`src/inc/sbc_mode_consts.vh`:
```
/*
 * Mode controller constants: offsets, fields, codes, timing.
 * Assumes a 20 ns clock and an 8-bit register port.
 */
`ifndef SBC_MODE_CONSTS_VH
`define SBC_MODE_CONSTS_VH

// ****************************************************************
// Register offsets
// ****************************************************************
`define REG_MODE_CTRL 8'h01
`define REG_MAIN_STAT 8'h03
`define REG_WDOG_CFG 8'h04
`define REG_CAN_CFG 8'h05
`define REG_AUX_CFG 8'h06
`define REG_EVENT 8'h07
`define REG_EVENT_EN 8'h08

// ****************************************************************
// Field positions
// ****************************************************************
`define EV_BUS_WAKE 0
`define EV_LOCAL_WAKE 1
`define EV_OVERTEMP 2
`define EV_SPI_FAIL 3
`define EV_LIMP 4
`define CAN_REMOTE_WAKE 2
`define CAN_PN_CONFIG 3
`define CAN_PN_VALID 4
`define AUX_STARTUP 2
`define STAT_ACCESS_OK 3

// ****************************************************************
// Mode command codes and reset values
// ****************************************************************
`define MODE_CMD_SLEEP 3'h1
`define MODE_CMD_STANDBY 3'h4
`define MODE_CMD_NORMAL 3'h7
`define CAN_MODE_ACTIVE 2'h1
`define RST_MODE_CTRL 3'h4
`define RST_CAN_CFG 5'h04
`define RST_AUX_CFG 3'h0
`define RST_EVENT_EN 3'h0
`define RST_WDOG_CFG 2'h0
`define RST_SYNC 9'h030

// ****************************************************************
// Timing figures
// ****************************************************************
`define CLK_NS 20
`define T_STARTUP_US 1000
`define T_RESET_HOLD_US 20000
`define T_ACCESS_TO_NS 45000
`define T_SILENCE_US 1000000
`define T_WAKE_DOM_NS 5000

`endif

```
`src/design/sbc_mode_controller.v`:
```
/*
 * Mode state machine of a system basis chip with wake-up
 * detection, reset hold, access blocking, supply and
 * transceiver enables, bus bias and limp-home output.
 * Assumes async pin inputs; the register port is
 * synchronous to clk.
 */
// Our own choices: strobed register access and the register offsets.
// Contract
// RULE1 - One state machine with seven modes, Off to Forced Normal.
// RULE2 - Normal: main regulator on, all functions may be activated.
// RULE3 - Normal: bus may be active, watchdog window or timeout by config.
// RULE4 - Standby: no transmit or receive; serial port and regulator stay on.
// RULE5 - Standby: watchdog, if enabled, runs only in timeout mode.
// RULE6 - Remote wake enable set: receiver watches bus for wake in low power.
// RULE7 - Bias bus to ground after silence timeout, to 2.5 V on activity.
// RULE8 - Selective wake only when both partial net bits set, else pattern.
// RULE9 - Receive output forced low on any enabled wake-up event.
// RULE10 - Sleep: main regulator off, temperature protection off.
// RULE11 - Sleep is left on any enabled regular or diagnostic wake-up; code wakes on bus or local events only.
// RULE12 - Sleep: serial port and watchdog off, bus biasing still active.
// RULE13 - Sleep lockout bit set disables Sleep mode permanently; code blocks Sleep only while the sleep_lockout input is high.
// RULE14 - With lockout, sleep command flags serial failure, no Sleep.
// RULE15 - Reset mode holds reset line low for a defined duration.
// RULE16 - Reset: serial port and watchdog off, regulator and thermal on.
// RULE17 - Reset: aux supply follows its control and start-up bits.
// RULE18 - Standby and Sleep: aux supply follows its register setting.
// RULE19 - Host waits the access timeout after reset line rises.
// RULE20 - Early accesses ignored without a serial failure event.
// RULE21 - Receive output carries bus data and wake-up indication.
// RULE22 - Limp-home output is active-low open-drain.
// RULE23 - Mode field bits 2:0 at 0x01; 001 Sleep, 100 Standby.
// RULE24 - From Off, power-on detect leads to Reset after start-up time.
// RULE25 - Timeouts are oscillator counters with parameter lengths.
// RULE26 - Wake keeps receive output low until host clears the event.
`timescale 1ns/100ps
`include "sbc_mode_consts.vh"

module sbc_mode_controller #(
    parameter [31:0] STARTUP_CYC =
        (`T_STARTUP_US * 1000 + `CLK_NS - 1) / `CLK_NS,
    parameter [31:0] RESET_HOLD_CYC =
        (`T_RESET_HOLD_US * 1000 + `CLK_NS - 1) / `CLK_NS,
    parameter [31:0] SILENCE_CYC =
        (`T_SILENCE_US * 1000 + `CLK_NS - 1) / `CLK_NS
) (
    input wire clk,
    input wire rst_n,
    input wire [7:0] addr,
    input wire [7:0] wdata,
    input wire wr,
    input wire rd,
    output reg [7:0] rdata,
    input wire power_on_det,
    input wire overtemp_shut,
    input wire overtemp_warn,
    input wire reset_line_n_in,
    input wire bus_rx,
    input wire wake_pin,
    input wire frame_match,
    input wire sleep_lockout,
    input wire forced_normal_cfg,
    output reg rxd,
    output reg reset_line_n_out,
    output reg reset_line_n_oe,
    output reg limp_n_out,
    output reg limp_n_oe,
    output reg main_regulator_en,
    output reg aux_supply_en,
    output reg can_tx_en,
    output reg can_rx_en,
    output reg bus_bias_2v5,
    output reg watchdog_en,
    output reg watchdog_window,
    output reg spi_enable,
    output reg temp_protect_en,
    output reg [2:0] mode_state
);

    // ****************************************************************
    // States and derived counts
    // ****************************************************************
    localparam [2:0] ST_OFF = 3'h0; // RULE1
    localparam [2:0] ST_RESET = 3'h1;
    localparam [2:0] ST_STANDBY = 3'h2;
    localparam [2:0] ST_NORMAL = 3'h3;
    localparam [2:0] ST_SLEEP = 3'h4;
    localparam [2:0] ST_OVERTEMP = 3'h5;
    localparam [2:0] ST_FORCED = 3'h6;
    localparam [31:0] ACCESS_TO_CYC =
        (`T_ACCESS_TO_NS + `CLK_NS - 1) / `CLK_NS;
    localparam [31:0] WAKE_DOM_CYC =
        (`T_WAKE_DOM_NS + `CLK_NS - 1) / `CLK_NS;

    // Low-power modes
    function low_power;
        input [2:0] st;
        begin
            low_power = (st == ST_STANDBY) || (st == ST_SLEEP);
        end
    endfunction

    // ****************************************************************
    // Input synchronisers
    // ****************************************************************
    reg [8:0] sync1;
    reg [8:0] sync2;
    reg [8:0] prev;

    // Two stages per pin
    always @(posedge clk or negedge rst_n) begin
        if (!rst_n) begin
            sync1 <= `RST_SYNC;
            sync2 <= `RST_SYNC;
            prev <= `RST_SYNC;
        end else begin
            sync1 <= {forced_normal_cfg, sleep_lockout, frame_match,
                      bus_rx, reset_line_n_in, wake_pin, overtemp_warn,
                      overtemp_shut, power_on_det};
            sync2 <= sync1;
            prev <= sync2;
        end
    end

    wire s_pon = sync2[0];
    wire s_ot_shut = sync2[1];
    wire warn_rise = sync2[2] & ~prev[2];
    wire wake_rise = sync2[3] & ~prev[3];
    wire s_rst_in_n = sync2[4];
    wire s_bus = sync2[5];
    wire match_rise = sync2[6] & ~prev[6];
    wire s_lockout = sync2[7];
    wire s_forced_cfg = sync2[8];

    // ****************************************************************
    // Registers and state
    // ****************************************************************
    reg [2:0] state;
    reg [2:0] next_state;
    reg [2:0] mode_select;
    reg [1:0] wdog_cfg;
    reg [4:0] can_cfg;
    reg [2:0] aux_cfg;
    reg [4:0] events;
    reg [2:0] event_en;
    reg [31:0] mode_timer;
    reg [31:0] access_timer;
    reg [31:0] silence_cnt;
    reg [31:0] dom_cnt;

    wire remote_wake_enable = can_cfg[`CAN_REMOTE_WAKE];
    wire partial_net_config = can_cfg[`CAN_PN_CONFIG];
    wire partial_net_valid = can_cfg[`CAN_PN_VALID];
    wire can_active = (can_cfg[1:0] == `CAN_MODE_ACTIVE);
    wire [1:0] aux_supply_control = aux_cfg[1:0];
    wire aux_supply_startup_control = aux_cfg[`AUX_STARTUP];

    // Port open, timeout over
    wire port_up = (state == ST_STANDBY) || (state == ST_NORMAL) ||
                   (state == ST_FORCED);
    wire access_ok = port_up && (access_timer == 32'h0); // RULE20
    wire wr_ok = wr && access_ok && (state != ST_FORCED);
    wire mode_wr = wr_ok && (addr == `REG_MODE_CTRL); // RULE23

    // Mode commands
    wire cmd_sleep = mode_wr && (wdata[2:0] == `MODE_CMD_SLEEP);
    wire cmd_standby = mode_wr && (wdata[2:0] == `MODE_CMD_STANDBY);
    wire cmd_normal = mode_wr && (wdata[2:0] == `MODE_CMD_NORMAL);
    wire cmd_bad = mode_wr && !cmd_sleep && !cmd_standby && !cmd_normal;
    wire sleep_refused = cmd_sleep && s_lockout; // RULE13

    // ****************************************************************
    // Wake-up detection
    // ****************************************************************
    wire bus_watch = remote_wake_enable && (low_power(state) ||
                     (state == ST_NORMAL && !can_active)); // RULE6
    wire dom_hit = !s_bus && (dom_cnt == WAKE_DOM_CYC - 32'h1);
    wire pn_select = partial_net_config && partial_net_valid;
    wire bus_wake_set = bus_watch &&
                        (pn_select ? match_rise : dom_hit); // RULE8
    wire local_wake_set = event_en[`EV_LOCAL_WAKE] && wake_rise &&
                          (state != ST_OFF) && (state != ST_OVERTEMP);
    wire diag_set = event_en[`EV_OVERTEMP] && warn_rise &&
                    (state != ST_SLEEP) && (state != ST_OFF);
    wire fail_set = sleep_refused || cmd_bad; // RULE14
    wire limp_set = (state == ST_OVERTEMP);
    wire [4:0] ev_set = {limp_set, fail_set, diag_set, local_wake_set,
                         bus_wake_set};
    wire [4:0] ev_clr = (wr_ok && addr == `REG_EVENT) ? wdata[4:0] : 5'h0;
    wire wake_pending = |events[2:0]; // RULE9
    wire any_wake = bus_wake_set || local_wake_set || diag_set;

    // Dominant and silence counters
    always @(posedge clk or negedge rst_n) begin
        if (!rst_n) begin
            dom_cnt <= 32'h0;
            silence_cnt <= 32'h0;
        end else begin
            if (s_bus)
                dom_cnt <= 32'h0;
            else if (dom_cnt != WAKE_DOM_CYC)
                dom_cnt <= dom_cnt + 32'h1;
            if (!s_bus)
                silence_cnt <= 32'h0; // RULE7
            else if (silence_cnt != SILENCE_CYC)
                silence_cnt <= silence_cnt + 32'h1;
        end
    end

    // ****************************************************************
    // Mode state machine
    // ****************************************************************
    // Next mode from pins, timers and commands
    always @* begin
        next_state = state;
        case (state)
            ST_OFF: begin
                if (s_pon && mode_timer == STARTUP_CYC)
                    next_state = ST_RESET; // RULE24
            end
            ST_RESET: begin
                if (mode_timer >= RESET_HOLD_CYC && s_rst_in_n)
                    next_state = s_forced_cfg ? ST_FORCED : ST_STANDBY;
            end
            ST_STANDBY, ST_NORMAL: begin
                if (cmd_sleep && !s_lockout)
                    next_state = ST_SLEEP;
                else if (cmd_normal)
                    next_state = ST_NORMAL;
                else if (cmd_standby)
                    next_state = ST_STANDBY;
            end
            ST_SLEEP: begin
                if (any_wake)
                    next_state = ST_RESET; // RULE11
            end
            ST_OVERTEMP: begin
                if (!s_ot_shut)
                    next_state = ST_RESET;
            end
            ST_FORCED: begin
                next_state = ST_FORCED;
            end
            default: begin
                next_state = ST_OFF;
            end
        endcase
        // Overrides: reset line, heat, power
        if ((state == ST_STANDBY || state == ST_NORMAL ||
             state == ST_FORCED) && !s_rst_in_n)
            next_state = ST_RESET;
        if (s_ot_shut && state != ST_OFF && state != ST_SLEEP)
            next_state = ST_OVERTEMP;
        if (!s_pon)
            next_state = ST_OFF;
    end

    // State register and mode timer
    always @(posedge clk or negedge rst_n) begin
        if (!rst_n) begin
            state <= ST_OFF;
            mode_timer <= 32'h0;
        end else begin
            state <= next_state;
            if (next_state != state || (state == ST_OFF && !s_pon))
                mode_timer <= 32'h0; // RULE25
            else if (mode_timer != 32'hFFFFFFFF)
                mode_timer <= mode_timer + 32'h1; // RULE15
        end
    end

    // Access timeout from Reset exit
    always @(posedge clk or negedge rst_n) begin
        if (!rst_n)
            access_timer <= ACCESS_TO_CYC;
        else if (!port_up)
            access_timer <= ACCESS_TO_CYC; // RULE19
        else if (access_timer != 32'h0)
            access_timer <= access_timer - 32'h1; // RULE20
    end

    // ****************************************************************
    // Register port
    // ****************************************************************
    // Writes; sticky events, set wins
    always @(posedge clk or negedge rst_n) begin
        if (!rst_n) begin
            mode_select <= `RST_MODE_CTRL;
            wdog_cfg <= `RST_WDOG_CFG;
            can_cfg <= `RST_CAN_CFG;
            aux_cfg <= `RST_AUX_CFG;
            event_en <= `RST_EVENT_EN;
            events <= 5'h0;
        end else begin
            if (mode_wr && !fail_set)
                mode_select <= wdata[2:0];
            if (wr_ok && addr == `REG_WDOG_CFG)
                wdog_cfg <= wdata[1:0];
            if (wr_ok && addr == `REG_CAN_CFG)
                can_cfg <= wdata[4:0];
            if (wr_ok && addr == `REG_AUX_CFG)
                aux_cfg <= wdata[2:0];
            if (wr_ok && addr == `REG_EVENT_EN)
                event_en <= wdata[2:0];
            events <= (events & ~ev_clr) | ev_set; // RULE26
        end
    end

    // Read data next cycle, zero when blocked
    always @(posedge clk or negedge rst_n) begin
        if (!rst_n) begin
            rdata <= 8'h00;
        end else if (rd && access_ok) begin
            case (addr)
                `REG_MODE_CTRL:
                    rdata <= (state == ST_FORCED) ? 8'h00 :
                             {5'h00, mode_select};
                `REG_MAIN_STAT:
                    rdata <= {4'h0, 1'b1, state};
                `REG_WDOG_CFG:
                    rdata <= (state == ST_FORCED) ? 8'h00 :
                             {6'h00, wdog_cfg};
                `REG_CAN_CFG:
                    rdata <= (state == ST_FORCED) ? 8'h00 :
                             {3'h0, can_cfg};
                `REG_AUX_CFG:
                    rdata <= (state == ST_FORCED) ? 8'h00 :
                             {5'h00, aux_cfg};
                `REG_EVENT:
                    rdata <= {3'h0, events};
                `REG_EVENT_EN:
                    rdata <= (state == ST_FORCED) ? 8'h00 :
                             {5'h00, event_en};
                default:
                    rdata <= 8'h00;
            endcase
        end else begin
            rdata <= 8'h00;
        end
    end

    // ****************************************************************
    // Mode-dependent outputs
    // ****************************************************************
    // Aux supply per mode
    reg next_aux;
    always @* begin
        next_aux = 1'b0;
        case (state)
            ST_NORMAL:
                next_aux = (aux_supply_control != 2'h0);
            ST_STANDBY:
                next_aux = aux_supply_control[1]; // RULE18
            ST_SLEEP:
                next_aux = (aux_supply_control == 2'h3); // RULE18
            ST_RESET:
                next_aux = aux_supply_startup_control ||
                           aux_supply_control[1]; // RULE17
            ST_FORCED:
                next_aux = 1'b1;
            default:
                next_aux = 1'b0;
        endcase
    end

    // Registered mode outputs
    always @(posedge clk or negedge rst_n) begin
        if (!rst_n) begin
            rxd <= 1'b1;
            reset_line_n_out <= 1'b0;
            reset_line_n_oe <= 1'b1;
            limp_n_out <= 1'b0;
            limp_n_oe <= 1'b0;
            main_regulator_en <= 1'b0;
            aux_supply_en <= 1'b0;
            can_tx_en <= 1'b0;
            can_rx_en <= 1'b0;
            bus_bias_2v5 <= 1'b0;
            watchdog_en <= 1'b0;
            watchdog_window <= 1'b0;
            spi_enable <= 1'b0;
            temp_protect_en <= 1'b0;
            mode_state <= ST_OFF;
        end else begin
            mode_state <= state;
            // Line low until the hold ends, so Reset can be left
            reset_line_n_out <= 1'b0;
            reset_line_n_oe <= !port_up && !(state == ST_RESET &&
                               mode_timer >= RESET_HOLD_CYC); // RULE15
            // Open drain: only ever pulls low
            limp_n_out <= 1'b0;
            limp_n_oe <= events[`EV_LIMP]; // RULE22
            main_regulator_en <= port_up || (state == ST_RESET); // RULE2
            aux_supply_en <= next_aux;
            // Transceiver in Normal with active config, and in Forced Normal
            can_tx_en <= (state == ST_NORMAL && can_active) ||
                         (state == ST_FORCED); // RULE3
            can_rx_en <= (state == ST_NORMAL && can_active) ||
                         (state == ST_FORCED); // RULE4
            watchdog_en <= wdog_cfg[0] && (state == ST_NORMAL ||
                           state == ST_STANDBY); // RULE16
            watchdog_window <= wdog_cfg[0] && wdog_cfg[1] &&
                               (state == ST_NORMAL); // RULE5
            spi_enable <= port_up; // RULE12
            temp_protect_en <= (state != ST_SLEEP) &&
                               (state != ST_OFF); // RULE10
            // Bus biasing
            if (state == ST_OFF || state == ST_OVERTEMP)
                bus_bias_2v5 <= 1'b0;
            else if (can_tx_en || state == ST_FORCED)
                bus_bias_2v5 <= 1'b1;
            else
                bus_bias_2v5 <= (silence_cnt != SILENCE_CYC); // RULE7
            // Bus data or wake flag
            if (can_rx_en && state == ST_NORMAL)
                rxd <= s_bus; // RULE21
            else if (can_rx_en && state == ST_FORCED)
                rxd <= s_bus;
            else
                rxd <= !(wake_pending || any_wake); // RULE9
        end
    end

endmodule

```
`config.mk`:
```
export PLATFORM = sky130hd
export DESIGN_NAME = sbc_mode_controller
export DESIGN_NICKNAME = d
export VERILOG_FILES = /design/src/design/sbc_mode_controller.v
export VERILOG_INCLUDE_DIRS = /design/src /design/src/inc
export SDC_FILE = /design/constraint.sdc
export NUM_CORES = 1
export LEC_CHECK = 0
export ABC_AREA = 1
export BUFFER_PORTS_ARGS = -buffer_cell sky130_fd_sc_hd__buf_2
export CAP_MARGIN = 20
export CORE_MARGIN = 10
export CORE_UTILIZATION = 45
export DETAILED_ROUTE_END_ITERATION = 8
export PLACE_DENSITY = 0.65
export SLEW_MARGIN = 10
export SYNTH_ARGS = -nofsm -noshare
export SYNTH_HDL_FRONTEND = slang
export SYNTH_SLANG_ARGS = --single-unit
```
`constraint.sdc`:
```
create_clock -name clk -period 2 [get_ports clk]
set_input_delay 0 -clock clk [delete_from_list [all_inputs] [get_ports clk]]
set_output_delay 0 -clock clk [all_outputs]
set_load 0.02 [all_outputs]
```
==> flow_metrics.tcl <==
set metrics [dict create \
    dp_hpwl_mm 19.1 \
    ys_ff_latch 192 \
    postLayoutCellArea_mm2 0.0147 \
    seq_area_mm2 0.00482 \
    fp.coreArea_mm2 0.0212 \
    initial_core_util 0.463 \
    worstSkewPairLatency_ns 0.44 \
    numPortBuffers 45 \
    cts_made_buffers 17 \
    syn_area_per_cell_um2 8.05 \
    grt_pass1_wl_mm 45.3 \
    hold_path.class "in2reg" \
    critical_path_required_ns 2.38 \
    crit_chain "nor2_2 > nand2_2 > buf_6 > nor2_2 > nand2_2 > nor2_4 > nand4_1 > o21bai_1 > nand2_2 > nand2_1 > nand3_2 > nand2_2 > nand2_2 > nand2_2 > nand3_4 > buf_12 > nor2_4" \
    final_cell_mix "buf_4, dfrtp_1, nand2_1" \
    post_drt_wl_per_cell_um 15.1 \
    drtAntennaViolNets 0 \
    crit_slowest_cell "dfrtp_1" \
    total_power_uw 7780 \
    cts.sinks 192 \
    ioPinCount 54 \
    gr-total-overflow 0 \
    multi_input_area_mm2 0.00529 \
    cts-root-buf "clkbuf_16" \
    synthToLayoutAreaGrowth_pct 49.9 \
    outcome "complete, but fails checks" \
    slew_headroom 0.533 \
    synth_largest_area_cell "dfrtp_1" \
    die_width_um 168 \
    layoutNonFillerInstCount 1892 \
    cts_buffer_depth 2 \
    grt_pass1_vias 9740 \
    final_common_cell "buf_4" \
    crit_type "reg2reg" \
    worst_slack_ns -0.418 \
    die_area_mm2 0.0281 \
    maxSlewViolCount 0 \
    placed_area_mm2 0.0124 \
    finalCriticalPeriod_ns 2.42 \
    clk_pin_slew_ns 0.08 \
    drc 0 \
    place_congestion 0.911 \
    tightest_slew_ns 0.695 \
    ir_drop_mv 0.551 \
    critPathMaxStageDelay_ns 0.40 \
    fin_tns_setup_ns -17.67 \
    post-route-period-util 1.21 \
    first_pass_iters 5 \
    die_h_um 168 \
    start_kind "register" \
    r2r_setup_slack_ns -0.42 \
    antenna-diode-count 0 \
    placementRows 53 \
    worstPathArrival_ns 2.80 \
    power.leakage_uw 0.00692 \
    dp_worst_setup_slack_ns -0.333 \
    synth.top_cell.area_share 0.456 \
    max_freq_ghz 0.414 \
    ys_types 51 \
    htree_levels 4 \
    antenna_found_initial 0 \
    skew_ns 0.0140 \
    setup_viol 79 \
    rsz0062_at_grt "yes" \
    drive_gt1_frac 0.411 \
    fillers 1545 \
    placedCellCount 1785 \
    grt_start_max_net_pins 74 \
    grt_usage 0.192 \
    first_iter_violations 692 \
    vias 9751 \
    fin_nets 1642 \
    yosysWarningCount 0 \
    routed_wirelength_mm 28.5 \
    vias_per_cell 5.15 \
    hold_viol_final 0 \
    worstSetupEndpointType "register" \
    ys_seq_area_frac 0.491 \
    power.density_mw_per_mm2 528 \
    max_cap_violations 0 \
    cts_tree "built" \
    critPathMaxFanout 7 \
    cp_common_cell "nand2_2" \
    synthCells 1219 \
    netlist_area_mm2 0.00982 \
    synth_area_leaders "dfrtp_1, nand2_1, inv_1" \
    violations "negative setup slack" \
]
-- worst max-delay path: cells and delay by family (launching register included) --
| kind | cells | cell delay [ns] |
|---|---|---|
| AND/OR/NAND/NOR | 14 | 1.38 |
| flip-flops | 1 | 0.40 |
| buffers and inverters | 2 | 0.34 |
| AO/OA/AOI/OAI | 1 | 0.24 |
-- metrics by stage --
step           utilization  hold WS (ns)
3_5_place_dp         0.586        0.0719
4_1_cts              0.654       0.00405
2_1_floorplan            -        -0.296
5_1_grt              0.693        0.0152
6_report             0.693       0.00687
3_3_place_gp         0.586        0.0732
-- registers in the layout, summed over array words and instances, names as in the netlist, 2 cells and up --
register,cells
access_timer,32
dom_cnt,32
mode_timer,32
silence_cnt,32
sync1,9
sync2,9
can_cfg,5
events,5
rdata,5
aux_cfg,3
event_en,3
mode_select,3
mode_state,3
prev,3
state,3
wdog_cfg,2
-- cells in the mapped netlist, drive strengths merged --
cell type  count
a21oi         86
and2           1
nand2        214
nor4          19
o21a           9
o22ai          1
o21ai         87
buf           13
dfrtp        179
nand3         58
nand3b         5
nand4         34
xnor2          4
clkbuf         7
o41ai          1
a221oi         2
o2111a         1
o311ai         2
a41o           1
nor3          50
and3           3
or2            3
o22a           1
a41oi          1
a21boi         2
dfstp         13
a211oi         5
or3b           1
conb           1
xor2          22
nor2         202
a31oi          3
inv          171
o21bai         2
ha             9
o211a          1
nor4b          1
a22o           2
o211ai         2
-- metal layers --
layer	vias to the layer above	part of all wire	global-route usage	wire length, µm
met5	-	0	0	0
met4	0	0.028	0.0693	807
met3	47	0.039	0.0365	1120
met2	214	0.51	0.336	14400
met1	4706	0.43	0.229	12100
li1	4784	-	-	-
-- cell families after synthesis --
group	share of synthesized area
compound gates	0.117
simple gates	0.279
buf+inv	0.0781
xor+xnor	0.0232
fa+ha+maj	0.0115
flops	0.491
other cells	0.000382
-- report_power, final --
group          switching, µW  internal (µW)  total [µW]
Combinational            238            153         391
Clock                   1750           1690        3440
Sequential              27.4           3920        3950
-- area by class of cell --
| class | instances | share of cell area |
|---|---|---|
| tap | 275 | 0.0234 |
| clock inverter | 15 | 0.0114 |
| inverter | 171 | 0.0438 |
| clock buffer | 17 | 0.0289 |
| timing repair buffer | 381 | 0.205 |
| sequential | 192 | 0.328 |
| multi-input combinational | 841 | 0.359 |
-- worst paths after layout --
check	startpoint	end	depth (start not counted)
max reg2reg	access_timer[23]$_DFFE_PN0P_	mode_timer[27]$_DFFE_PN0P_	17
max in group asynchronous	rst_n	mode_timer[9]$_DFFE_PN0P_	3
min	wdata[1]	wdog_cfg[1]$_DFFE_PN0P_	3
min in group asynchronous	rst_n	access_timer[24]$_DFFE_PN0P_	2
min reg2reg	sync1[1]$_DFF_PN0_	sync2[1]$_DFF_PN0_	0
max	access_timer[23]$_DFFE_PN0P_	mode_timer[27]$_DFFE_PN0P_	17
-- what timing repair did --
item | 4_1_cts | 5_1_grt
resized for setup | 133 | 182
pin swaps | 39 | 89
endpoints found under the hold margin | 87 | 0
gates cloned | 0 | 2
endpoints found under the setup margin | 81 | 111
hold buffers | 17 | 0
setup buffers | 37 | 35
No activity file was read; power rests on OpenSTA's default activity.
